<file path="config.mk">
export PLATFORM = sky130hd
export DESIGN_NAME = dkm_knob_menu
export DESIGN_NICKNAME = d
export VERILOG_FILES = /design/src/dkm_pkg.sv /design/src/dkm_debounce.sv /design/src/dkm_hold_timer.sv /design/src/dkm_knob_menu.sv
export SDC_FILE = /design/constraint.sdc
export NUM_CORES = 1
export LEC_CHECK = 0
export BUFFER_PORTS_ARGS = -buffer_cell sky130_fd_sc_hd__buf_4
export CORE_ASPECT_RATIO = 0.9
export CORE_MARGIN = 5
export CORE_UTILIZATION = 63
export CTS_BUF_LIST = sky130_fd_sc_hd__clkbuf_4 sky130_fd_sc_hd__clkbuf_8 sky130_fd_sc_hd__clkbuf_16
export DETAILED_ROUTE_END_ITERATION = 7
export GPL_TIMING_DRIVEN = 0
export PLACE_DENSITY = 0.81
export SETUP_SLACK_MARGIN = 0.15
export SYNTH_ARGS = -nofsm -noshare
export SYNTH_HDL_FRONTEND = slang
export SYNTH_SLANG_ARGS = --single-unit
</file>
<file path="constraint.sdc">
create_clock -name clk_sys -period 3.7 [get_ports clk_sys]
set_input_delay 0.555 -clock clk_sys [delete_from_list [all_inputs] [get_ports clk_sys]]
set_output_delay 0.555 -clock clk_sys [all_outputs]
set_load 0.05 [all_outputs]
</file>
<file path="src/dkm_pkg.sv">
// Shared constants and types for the display knob and menu control.
// Assumes a single system clock at CLK_HZ; all times are in milliseconds.
package dkm_pkg;
  localparam int unsigned CLK_HZ = 25_000_000;
  localparam int unsigned CYC_PER_MS = CLK_HZ / 1000;
  localparam int unsigned DEBOUNCE_MS = 10;
  localparam int unsigned STEP_SLOW_MS = 500;
  localparam int unsigned STEP_FAST_MS = 100;
  localparam int unsigned HOLD_FAST_MS = 2000;
  localparam int unsigned LINK_WAIT_MS = 5000;
  localparam int unsigned BLINK_MS = 250;
  localparam logic [31:0] DEBOUNCE_CYC = 32'(CYC_PER_MS * DEBOUNCE_MS);
  localparam logic [31:0] STEP_SLOW_CYC = 32'(CYC_PER_MS * STEP_SLOW_MS);
  localparam logic [31:0] STEP_FAST_CYC = 32'(CYC_PER_MS * STEP_FAST_MS);
  localparam logic [31:0] HOLD_FAST_CYC = 32'(CYC_PER_MS * HOLD_FAST_MS);
  localparam logic [31:0] LINK_WAIT_CYC = 32'(CYC_PER_MS * LINK_WAIT_MS);
  localparam logic [31:0] BLINK_CYC = 32'(CYC_PER_MS * BLINK_MS);
  localparam logic [31:0] CNT_ZERO = 32'h0000_0000;
  localparam logic [31:0] CNT_ONE = 32'h0000_0001;
  localparam int unsigned KNOB_INPUTS = 6;

  typedef enum logic [1:0] {
    MODE_STOP = 2'b00,
    MODE_LOCAL = 2'b01,
    MODE_REMOTE = 2'b10
  } dkm_mode_type;

  typedef enum logic [1:0] {
    ROLE_LOCAL = 2'b00,
    ROLE_UNIT1 = 2'b01,
    ROLE_UNIT2 = 2'b10,
    ROLE_CONFLICT = 2'b11
  } dkm_role_type;
endpackage

</file>
<file path="src/dkm_debounce.sv">
// Two-flop synchroniser followed by a stability debouncer for one pin.
// Assumes the pin is asynchronous to clk_sys.
`timescale 1ns/1ps
module dkm_debounce
  import dkm_pkg::*;
#(
  parameter logic [31:0] STABLE_CYC = DEBOUNCE_CYC
)
(
  input wire logic clk_sys,
  input wire logic reset,
  input wire logic pin_raw,
  output logic level
);
  logic sync1_reg;
  logic sync2_reg;
  logic [31:0] cnt_reg;

  always_ff @(posedge clk_sys)
  begin
    sync1_reg <= reset ? 1'b0 : pin_raw;
    sync2_reg <= reset ? 1'b0 : sync1_reg;
  end

  // Level changes only after the synced pin has held for STABLE_CYC
  always_ff @(posedge clk_sys)
  begin
    if (reset || sync2_reg == level)
      cnt_reg <= CNT_ZERO;
    else
      cnt_reg <= cnt_reg + CNT_ONE;
  end

  always_ff @(posedge clk_sys)
  begin
    if (reset)
      level <= 1'b0;
    else if (sync2_reg != level && cnt_reg + CNT_ONE >= STABLE_CYC)
      level <= sync2_reg;
  end
endmodule

</file>
<file path="src/dkm_hold_timer.sv">
// Auto-repeat timer for a held knob position.
// Assumes held is already debounced and on clk_sys.
`timescale 1ns/1ps
module dkm_hold_timer
  import dkm_pkg::*;
#(
  parameter logic [31:0] SLOW_CYC = STEP_SLOW_CYC,
  parameter logic [31:0] FAST_CYC = STEP_FAST_CYC,
  parameter logic [31:0] FAST_AFTER_CYC = HOLD_FAST_CYC
)
(
  input wire logic clk_sys,
  input wire logic reset,
  input wire logic held,
  output logic step,
  output logic repeating
);
  logic [31:0] hold_cnt_reg;
  logic [31:0] per_cnt_reg;
  logic fast;
  logic hit;

  assign fast = hold_cnt_reg >= FAST_AFTER_CYC;
  assign hit = held && (per_cnt_reg + CNT_ONE >= (fast ? FAST_CYC : SLOW_CYC));

  always_ff @(posedge clk_sys)
  begin
    if (reset || !held)
      hold_cnt_reg <= CNT_ZERO;
    else if (!fast)
      hold_cnt_reg <= hold_cnt_reg + CNT_ONE;
  end

  // Slow period first, fast period once the hold passes the threshold
  always_ff @(posedge clk_sys)
  begin
    if (reset || !held || hit) // [RL6]
      per_cnt_reg <= CNT_ZERO;
    else
      per_cnt_reg <= per_cnt_reg + CNT_ONE;
  end

  always_ff @(posedge clk_sys)
  begin
    step <= reset ? 1'b0 : hit;
  end

  // Repeating stays set until release so release adds no extra step
  always_ff @(posedge clk_sys)
  begin
    if (reset || !held)
      repeating <= 1'b0;
    else if (hit)
      repeating <= 1'b1;
  end
endmodule

</file>
<file path="src/dkm_knob_menu.sv">
// Display unit knob decoding, setup menu navigation, mode arbitration,
// indicators and link watchdog. Assumes setup_mode, remote unit inputs
// and valve status come from logic on clk_sys; knobs and DIP pins do not.
//
// Behaviour
// RL1: Enabled remote unit absent forces stop mode and blocks operation.
// RL2: Message area blank with no alarm, no motion, no limit reached.
// RL3: Control knob gives Open/Stop/Close locally, YES/NO in setup.
// RL4: NO during value entry only increments the value.
// RL5: Incrementing past the maximum wraps to the minimum.
// RL6: Held NO steps every 0.5 s, every 0.1 s after 2 s.
// RL7: Selector gives Local/Stop/Remote normally, NEXT/BACK in setup.
// RL8: NEXT and BACK only move among displays, never change values.
// RL9: Clockwise control in setup is YES: accept and advance display.
// RL10: Counterclockwise control in setup is NO: next value or display.
// RL11: Return to centre completes YES/NO, except after held repeats.
// RL12: Selector return to STOP completes pending NEXT or BACK.
// RL13: Selector clockwise in setup is NEXT: following display.
// RL14: Selector counterclockwise in setup is BACK: previous display.
// RL15: Selector held at NEXT or BACK keeps scrolling.
// RL16: Red, green, yellow indicators; option swaps red and green.
// RL17: Two DIP switches select local unit, remote unit one or two.
// RL18: Mode is stop if any STOP, else local if any LOCAL, else remote.
// RL19: Remote unit without messages for 5 s flags link failure, blinks.
// RL20: Knob inputs synchronised and debounced before use.
`timescale 1ns/1ps
module dkm_knob_menu
  import dkm_pkg::*;
#(
  parameter int VAL_W = 8,
  parameter int DISP_W = 5,
  parameter int DISP_N = 20,
  parameter logic [31:0] DEB_CYC = DEBOUNCE_CYC,
  parameter logic [31:0] SLOW_CYC = STEP_SLOW_CYC,
  parameter logic [31:0] FAST_CYC = STEP_FAST_CYC,
  parameter logic [31:0] FAST_AFTER_CYC = HOLD_FAST_CYC,
  parameter logic [31:0] LINK_CYC = LINK_WAIT_CYC,
  parameter logic [31:0] BLINK_HALF_CYC = BLINK_CYC
)
(
  input wire logic clk_sys,
  input wire logic reset,
  input wire logic ctl_cw_raw,
  input wire logic ctl_ccw_raw,
  input wire logic sel_cw_raw,
  input wire logic sel_ccw_raw,
  input wire logic role_select_switch_a,
  input wire logic role_select_switch_b,
  input wire logic setup_mode,
  input wire logic value_entry,
  input wire logic value_load,
  input wire logic [VAL_W-1:0] value_in,
  input wire logic [VAL_W-1:0] value_min,
  input wire logic [VAL_W-1:0] value_max,
  input wire logic rdu1_enable,
  input wire logic rdu1_present,
  input wire dkm_mode_type rdu1_select,
  input wire logic rdu2_enable,
  input wire logic rdu2_present,
  input wire dkm_mode_type rdu2_select,
  input wire logic msg_rx,
  input wire logic alarm_active,
  input wire logic valve_opening,
  input wire logic valve_closing,
  input wire logic at_open_limit,
  input wire logic at_close_limit,
  input wire logic led_swap,
  output logic cmd_open,
  output logic cmd_stop,
  output logic cmd_close,
  output dkm_mode_type op_mode,
  output logic op_blocked,
  output logic yes_pulse,
  output logic no_pulse,
  output logic next_pulse,
  output logic back_pulse,
  output logic [VAL_W-1:0] value_reg,
  output logic [DISP_W-1:0] disp_reg,
  output dkm_role_type role,
  output logic link_fail,
  output logic msg_blank,
  output logic led_red,
  output logic led_green,
  output logic led_yellow
);
  localparam logic [DISP_W-1:0] DISP_LAST = DISP_W'(DISP_N - 1);
  localparam logic [DISP_W-1:0] DISP_ONE = DISP_W'(1);
  localparam logic [DISP_W-1:0] DISP_ZERO = DISP_W'(0);
  localparam logic [VAL_W-1:0] VAL_ONE = VAL_W'(1);

  logic [KNOB_INPUTS-1:0] raw_vec;
  logic [KNOB_INPUTS-1:0] db;
  logic yes_held;
  logic no_held;
  logic next_held;
  logic back_held;
  logic nav_held;
  logic yes_prev_reg;
  logic no_prev_reg;
  logic next_prev_reg;
  logic back_prev_reg;
  logic no_step;
  logic no_rep;
  logic nav_step;
  logic nav_rep;
  logic unit1_missing;
  logic unit2_missing;
  logic any_stop;
  logic any_local;
  dkm_mode_type local_sel;
  dkm_mode_type mode_next;
  logic [31:0] link_cnt_reg;
  logic [31:0] blink_cnt_reg;
  logic blink_reg;
  logic red_base;
  logic green_base;
  logic stopped;

  assign raw_vec = {role_select_switch_b, role_select_switch_a,
                    sel_ccw_raw, sel_cw_raw, ctl_ccw_raw, ctl_cw_raw};

  // Every pin gets its own synchroniser and debouncer
  genvar gi;
  generate
    for (gi = 0; gi < KNOB_INPUTS; gi++)
    begin : g_deb
      dkm_debounce #(
        .STABLE_CYC(DEB_CYC)
      ) u_deb (
        .clk_sys(clk_sys),
        .reset(reset),
        .pin_raw(raw_vec[gi]),
        .level(db[gi]) // [RL20]
      );
    end
  endgenerate

  // Clockwise wins if both contacts read closed at once
  assign yes_held = setup_mode && db[0]; // [RL9]
  assign no_held = setup_mode && db[1] && !db[0]; // [RL10]
  assign next_held = setup_mode && db[2]; // [RL13]
  assign back_held = setup_mode && db[3] && !db[2]; // [RL14]
  assign nav_held = next_held || back_held;

  always_ff @(posedge clk_sys)
  begin
    if (reset)
    begin
      yes_prev_reg <= 1'b0;
      no_prev_reg <= 1'b0;
      next_prev_reg <= 1'b0;
      back_prev_reg <= 1'b0;
    end
    else
    begin
      yes_prev_reg <= yes_held;
      no_prev_reg <= no_held;
      next_prev_reg <= next_held;
      back_prev_reg <= back_held;
    end
  end

  dkm_hold_timer #(
    .SLOW_CYC(SLOW_CYC),
    .FAST_CYC(FAST_CYC),
    .FAST_AFTER_CYC(FAST_AFTER_CYC)
  ) u_no_tmr (
    .clk_sys(clk_sys),
    .reset(reset),
    .held(no_held),
    .step(no_step),
    .repeating(no_rep)
  );

  // Scrolling reuses the same repeat timing as the NO key
  dkm_hold_timer #(
    .SLOW_CYC(SLOW_CYC),
    .FAST_CYC(FAST_CYC),
    .FAST_AFTER_CYC(FAST_AFTER_CYC)
  ) u_nav_tmr (
    .clk_sys(clk_sys),
    .reset(reset),
    .held(nav_held),
    .step(nav_step),
    .repeating(nav_rep)
  );

  // Entry cycles complete on return to neutral
  always_ff @(posedge clk_sys)
  begin
    if (reset)
    begin
      yes_pulse <= 1'b0;
      no_pulse <= 1'b0;
    end
    else
    begin
      yes_pulse <= yes_prev_reg && !yes_held; // [RL11]
      no_pulse <= no_step || (no_prev_reg && !no_held && !no_rep); // [RL11]
    end
  end

  always_ff @(posedge clk_sys)
  begin
    if (reset)
    begin
      next_pulse <= 1'b0;
      back_pulse <= 1'b0;
    end
    else
    begin
      next_pulse <= (next_held && nav_step) || // [RL15]
                    (next_prev_reg && !next_held && !nav_rep); // [RL12]
      back_pulse <= (back_held && nav_step) || // [RL15]
                    (back_prev_reg && !back_held && !nav_rep); // [RL12]
    end
  end

  // Value only counts up; lower values are reached by wrapping
  always_ff @(posedge clk_sys)
  begin
    if (reset)
      value_reg <= '0;
    else if (value_load)
      value_reg <= value_in;
    else if (no_pulse && value_entry)
    begin
      if (value_reg >= value_max) // [RL5]
        value_reg <= value_min;
      else
        value_reg <= value_reg + VAL_ONE; // [RL4]
    end
  end

  // Display index; NEXT/BACK touch only this, never the value
  always_ff @(posedge clk_sys)
  begin
    if (reset)
      disp_reg <= DISP_ZERO;
    else if (back_pulse) // [RL8]
      disp_reg <= (disp_reg == DISP_ZERO) ? DISP_LAST : disp_reg - DISP_ONE;
    else if (next_pulse || yes_pulse || (no_pulse && !value_entry)) // [RL9]
      disp_reg <= (disp_reg >= DISP_LAST) ? DISP_ZERO : disp_reg + DISP_ONE;
  end

  // Local selector position; setup mode holds the local unit at stop
  always_comb
  begin
    local_sel = MODE_STOP;
    if (!setup_mode && db[2]) // [RL7]
      local_sel = MODE_REMOTE;
    else if (!setup_mode && db[3])
      local_sel = MODE_LOCAL;
  end

  assign unit1_missing = rdu1_enable && !rdu1_present;
  assign unit2_missing = rdu2_enable && !rdu2_present;
  assign any_stop = local_sel == MODE_STOP ||
    (rdu1_enable && rdu1_present && rdu1_select == MODE_STOP) ||
    (rdu2_enable && rdu2_present && rdu2_select == MODE_STOP);
  assign any_local = local_sel == MODE_LOCAL ||
    (rdu1_enable && rdu1_present && rdu1_select == MODE_LOCAL) ||
    (rdu2_enable && rdu2_present && rdu2_select == MODE_LOCAL);

  always_comb
  begin
    case ({unit1_missing || unit2_missing, any_stop, any_local})
      3'b000: mode_next = MODE_REMOTE;
      3'b001: mode_next = MODE_LOCAL; // [RL18]
      default: mode_next = MODE_STOP; // [RL1]
    endcase
  end

  always_ff @(posedge clk_sys)
  begin
    if (reset)
    begin
      op_mode <= MODE_STOP;
      op_blocked <= 1'b1;
    end
    else
    begin
      op_mode <= mode_next;
      op_blocked <= unit1_missing || unit2_missing; // [RL1]
    end
  end

  // Local run commands only from the local unit outside setup
  always_ff @(posedge clk_sys)
  begin
    if (reset)
    begin
      cmd_open <= 1'b0;
      cmd_close <= 1'b0;
      cmd_stop <= 1'b1;
    end
    else
    begin
      cmd_close <= mode_next == MODE_LOCAL && !setup_mode && db[0]; // [RL3]
      cmd_open <= mode_next == MODE_LOCAL && !setup_mode &&
                  db[1] && !db[0]; // [RL3]
      cmd_stop <= !(mode_next == MODE_LOCAL && !setup_mode &&
                    (db[0] || db[1]));
    end
  end

  // Role taken from debounced DIP switches, so a strap read stays clean
  always_ff @(posedge clk_sys)
  begin
    if (reset)
      role <= ROLE_LOCAL;
    else
      role <= dkm_role_type'({db[5], db[4]}); // [RL17]
  end

  // Watchdog restarts on every message; only remote roles report it
  always_ff @(posedge clk_sys)
  begin
    if (reset || msg_rx)
      link_cnt_reg <= CNT_ZERO;
    else if (link_cnt_reg < LINK_CYC)
      link_cnt_reg <= link_cnt_reg + CNT_ONE;
  end

  always_ff @(posedge clk_sys)
  begin
    if (reset)
      link_fail <= 1'b0;
    else
      link_fail <= (role == ROLE_UNIT1 || role == ROLE_UNIT2) &&
                   !msg_rx && link_cnt_reg >= LINK_CYC; // [RL19]
  end

  always_ff @(posedge clk_sys)
  begin
    if (reset || blink_cnt_reg + CNT_ONE >= BLINK_HALF_CYC)
      blink_cnt_reg <= CNT_ZERO;
    else
      blink_cnt_reg <= blink_cnt_reg + CNT_ONE;
  end

  always_ff @(posedge clk_sys)
  begin
    if (reset)
      blink_reg <= 1'b0;
    else if (blink_cnt_reg + CNT_ONE >= BLINK_HALF_CYC)
      blink_reg <= !blink_reg;
  end

  assign stopped = !valve_opening && !valve_closing &&
                   !at_open_limit && !at_close_limit;
  assign red_base = at_open_limit || (valve_opening && blink_reg);
  assign green_base = at_close_limit || (valve_closing && blink_reg);

  always_ff @(posedge clk_sys)
  begin
    if (reset)
      msg_blank <= 1'b1;
    else
      msg_blank <= !alarm_active && stopped; // [RL2]
  end

  always_ff @(posedge clk_sys)
  begin
    if (reset)
    begin
      led_red <= 1'b0;
      led_green <= 1'b0;
      led_yellow <= 1'b0;
    end
    else if (link_fail)
    begin
      led_red <= blink_reg; // [RL19]
      led_green <= blink_reg;
      led_yellow <= blink_reg;
    end
    else
    begin
      led_red <= led_swap ? green_base : red_base; // [RL16]
      led_green <= led_swap ? red_base : green_base; // [RL16]
      led_yellow <= alarm_active ? blink_reg : stopped;
    end
  end
endmodule

</file>
==> flow_metrics.env <==
export IMPL_synth_edff_count=0
export IMPL_leakage_nw=8.74
export IMPL_cap_violations=0
export IMPL_finClkSkew_ns=0.0239
export IMPL_timing_final_ws_setup_ns=0.170
export IMPL_cts_root_buf="clkbuf_16"
export IMPL_drtIter0Drc=1165
export IMPL_synth_top_family_by_area="simple AND/OR/NAND/NOR gates"
export IMPL_synthAdderAreaFrac_pct=2.57
export IMPL_worstRegToRegCells=14
export IMPL_outcome="complete, no violations"
export IMPL_drc=0
export IMPL_total_power_mw=9.92
export IMPL_path_buf_inv=3
export IMPL_final_nets=2943
export IMPL_period_minus_slack_ns=3.53
export IMPL_fp_dieW_um=208
export IMPL_yosysTopAreaCell="dfxtp_1"
export IMPL_vias=19750
export IMPL_cts_path_max_buffers=3
export IMPL_worstPathMaxFanout=10
export IMPL_clk_pin_slew_ns=0.06
export IMPL_yosys_area_top_type_share_pct=39.6
export IMPL_synth_area_leaders="dfxtp_1, xor2_1, nor2_1"
export IMPL_ir_drop_mv=0.376
export IMPL_dpl_cell_count=3257
export IMPL_grt_max_degree=16
export IMPL_final_antenna_net_count=0
export IMPL_yosysWarnings=0
export IMPL_rsz0062_at_grt="false"
export IMPL_gr_total_overflow=0
export IMPL_ys_top_cells_by_count="dfxtp_1, nor2_1, nand2_1, xor2_1, nand3_1"
export IMPL_rrSetupSlack_ns=0.17
export IMPL_dpl_worst_slack_ns=-0.615
export IMPL_slew_headroom_pct=25.1
export IMPL_cp_cell_sequence="or4_4, a2111oi_4, o41ai_4, buf_6, ha_4, nand2_1, nor4_2, o311ai_2, o211ai_1, a31oi_1, o211ai_1, buf_4, clkbuf_4, nor2_1"
export IMPL_synth_compound_area_share_pct=9.72
export IMPL_wl_per_cell_um=15.4
export IMPL_hold_viol_final=0
export IMPL_rows=65
export IMPL_cp_startpoint="u_nav_tmr.hold_cnt_reg[27]$_SDFFE_PP0N_"
export IMPL_largest_reg_flops=192
export IMPL_synthArstFlopShare_pct=0
export IMPL_timing_hold_worst_path_depth=2
export IMPL_synth_xor_area_share_pct=12.9
export IMPL_place_congestion=0.923
export IMPL_yosysSeqAreaShare_pct=39.6
export IMPL_syn_area_um2=22300
export IMPL_ios=80
export IMPL_cp_depth=14
export IMPL_fmax_mhz=283
export IMPL_cts_tree="yes"
export IMPL_synth_ff_type="dfxtp_1"
export IMPL_antennaDiodeCount=0
export IMPL_core_area_um2=35000
export IMPL_slowest_stage="or4_4"
export IMPL_worstSkewPairLatency_ns=0.57
export IMPL_finalSetupViolations=0
export IMPL_tightest_slew_ns=1.11
export IMPL_end_kind="register"
export IMPL_hold_path_class="input pin to register"
export IMPL_dr_pass1_iters=8
export IMPL_cpMostUsedCell="o211ai_1"
export IMPL_die_h_um=188
export IMPL_synth_most_common_cell="dfxtp_1"
export IMPL_hpwl_um=35800
export IMPL_crit_type="register to register"
export IMPL_drive_gt1_share_pct=10.0
export IMPL_cts_htree_levels=2
export IMPL_initial_core_util_pct=63.7
export IMPL_crit_arrival_ns=3.96
export IMPL_cts_sinks=441
export IMPL_critPathTopFamily="compound AO/OA/AOI/OAI gates"
export IMPL_fin_cells=3354
export IMPL_syn_area_per_cell_um2=8.30
export IMPL_port_buffers=77
export IMPL_die_area_um2=39300
export IMPL_p_per_area_nw_per_um2=390
export IMPL_synthSimpleGateAreaFrac_pct=30.6
export IMPL_syn_inst=2687
export IMPL_area_growth_pct=14.1
export IMPL_yosys_register_bits=441
export IMPL_period_share_pct=95.4
export IMPL_first_global_vias=18447
export IMPL_slowest_delay_ns=0.54
export IMPL_numCtsBuffers=47
export IMPL_yosysUniqueCellTypes=96
export IMPL_fillCellCount=2674
export IMPL_reg2reg_from="u_nav_tmr.hold_cnt_reg[27]$_SDFFE_PP0N_"
export IMPL_routed_via_density=5.89
export IMPL_timing_rr_end="u_nav_tmr.per_cnt_reg[21]$_SDFF_PP0_"
export IMPL_antenna_found_initial=0
export IMPL_crit_end="u_nav_tmr.per_cnt_reg[21]$_SDFF_PP0_"
export IMPL_track_usage_pct=24.9
export IMPL_grt_pass1_wl_um=85900
export IMPL_synthMuxAreaShare_pct=1.71
export IMPL_hold_buffers=0
export IMPL_slew_violations=0
export IMPL_start_kind="register"
export IMPL_required_ns=4.13
export IMPL_fin_util_pct=72.7
export IMPL_routed_wl_um=51500
==> where the power goes <==
part	internal (mW)	switching (mW)	total (mW)
Sequential	4.78	0.0405	4.82
Combinational	0.105	0.170	0.275
Clock	2.83	1.99	4.82
==> kinds of logic after synthesis <==
kind of cell	count (synthesis)
muxes	36
and+or+nand+nor	1348
xor gates and xnor gates	329
other	1
buffers and inverters	159
adders and majority gates	46
AOI/OAI and AO/OA	327
DFF	441
==> layout make-up <==
cell class                      instances  area (µm²)  share of cell area [%]
Clock buffer                           57        1280                    5.02
Clock inverter                         29         314                    1.23
Timing Repair Buffer                   88         662                    2.60
Inverter                               56         213                   0.836
Multi-Input combinational cell       2111       13100                    51.5
Tap cell                              469         587                    2.31
Buffer                                103         437                    1.72
Sequential cell                       441        8840                    34.7
==> what timing repair did <==
item	4_1_cts	5_1_grt
gates resized for setup	9	41
endpoints found under the setup margin	43	64
buffers inserted	2	8
hold endpoints to repair	0	0
pin swaps	4	12
cloned	0	1
==> routing by layer <==
metal,GRT usage [%],share of wire (%),vias to the layer above
met5,0,0,-
met4,7.45,2.4,0
met3,3.50,5.3,98
met2,42.1,47,534
met1,33.4,45,9353
li1,-,-,9765
==> how the worst min path moves through the flow <==
stage / end / slack (ns) / startpoint
CTS: g_deb[1].u_deb.sync1_reg$_SDFF_PP0_ / 0.19 / ctl_ccw_raw
global placement: g_deb[2].u_deb.sync2_reg$_SDFF_PP0_ / 0.43 / g_deb[2].u_deb.sync1_reg$_SDFF_PP0_
global route: g_deb[1].u_deb.sync1_reg$_SDFF_PP0_ / 0.20 / ctl_ccw_raw
floorplan: no_pulse$_SDFF_PP0_ / 0.41 / u_no_tmr.step$_SDFF_PP0_
detailed placement: g_deb[0].u_deb.sync2_reg$_SDFF_PP0_ / 0.43 / g_deb[0].u_deb.sync1_reg$_SDFF_PP0_
finish: g_deb[1].u_deb.sync1_reg$_SDFF_PP0_ / 0.21 / ctl_ccw_raw
==> through the flow <==
step	instance area, µm²	hold WS, ns	TNS [ns]
6_report	25400	0.207	0
5_1_grt	25400	0.203	0
4_1_cts	25200	0.189	0
3_5_place_dp	23500	0.429	-12.34
3_3_place_gp	23500	0.427	-8.69
2_1_floorplan	22400	0.413	0
==> placed cells by master, fill, tap and decap left out, types with 42 or more instances in the layout <==
cell       Yosys  layout
nand4_1      100     100
ha_1          45      42
inv_1         54      53
xnor2_1      141     141
and3_1        76      76
nand2_1      220     219
buf_4          2      89
dfxtp_1      441     434
clkbuf_16      0      47
nor3_1        92      91
o21ai_0       76      76
xor2_1       188     187
nor2_1       424     421
nand3_1      163     160
a21oi_1       78      78
clkbuf_1      78      77
Power figures use the tool's default switching activity.
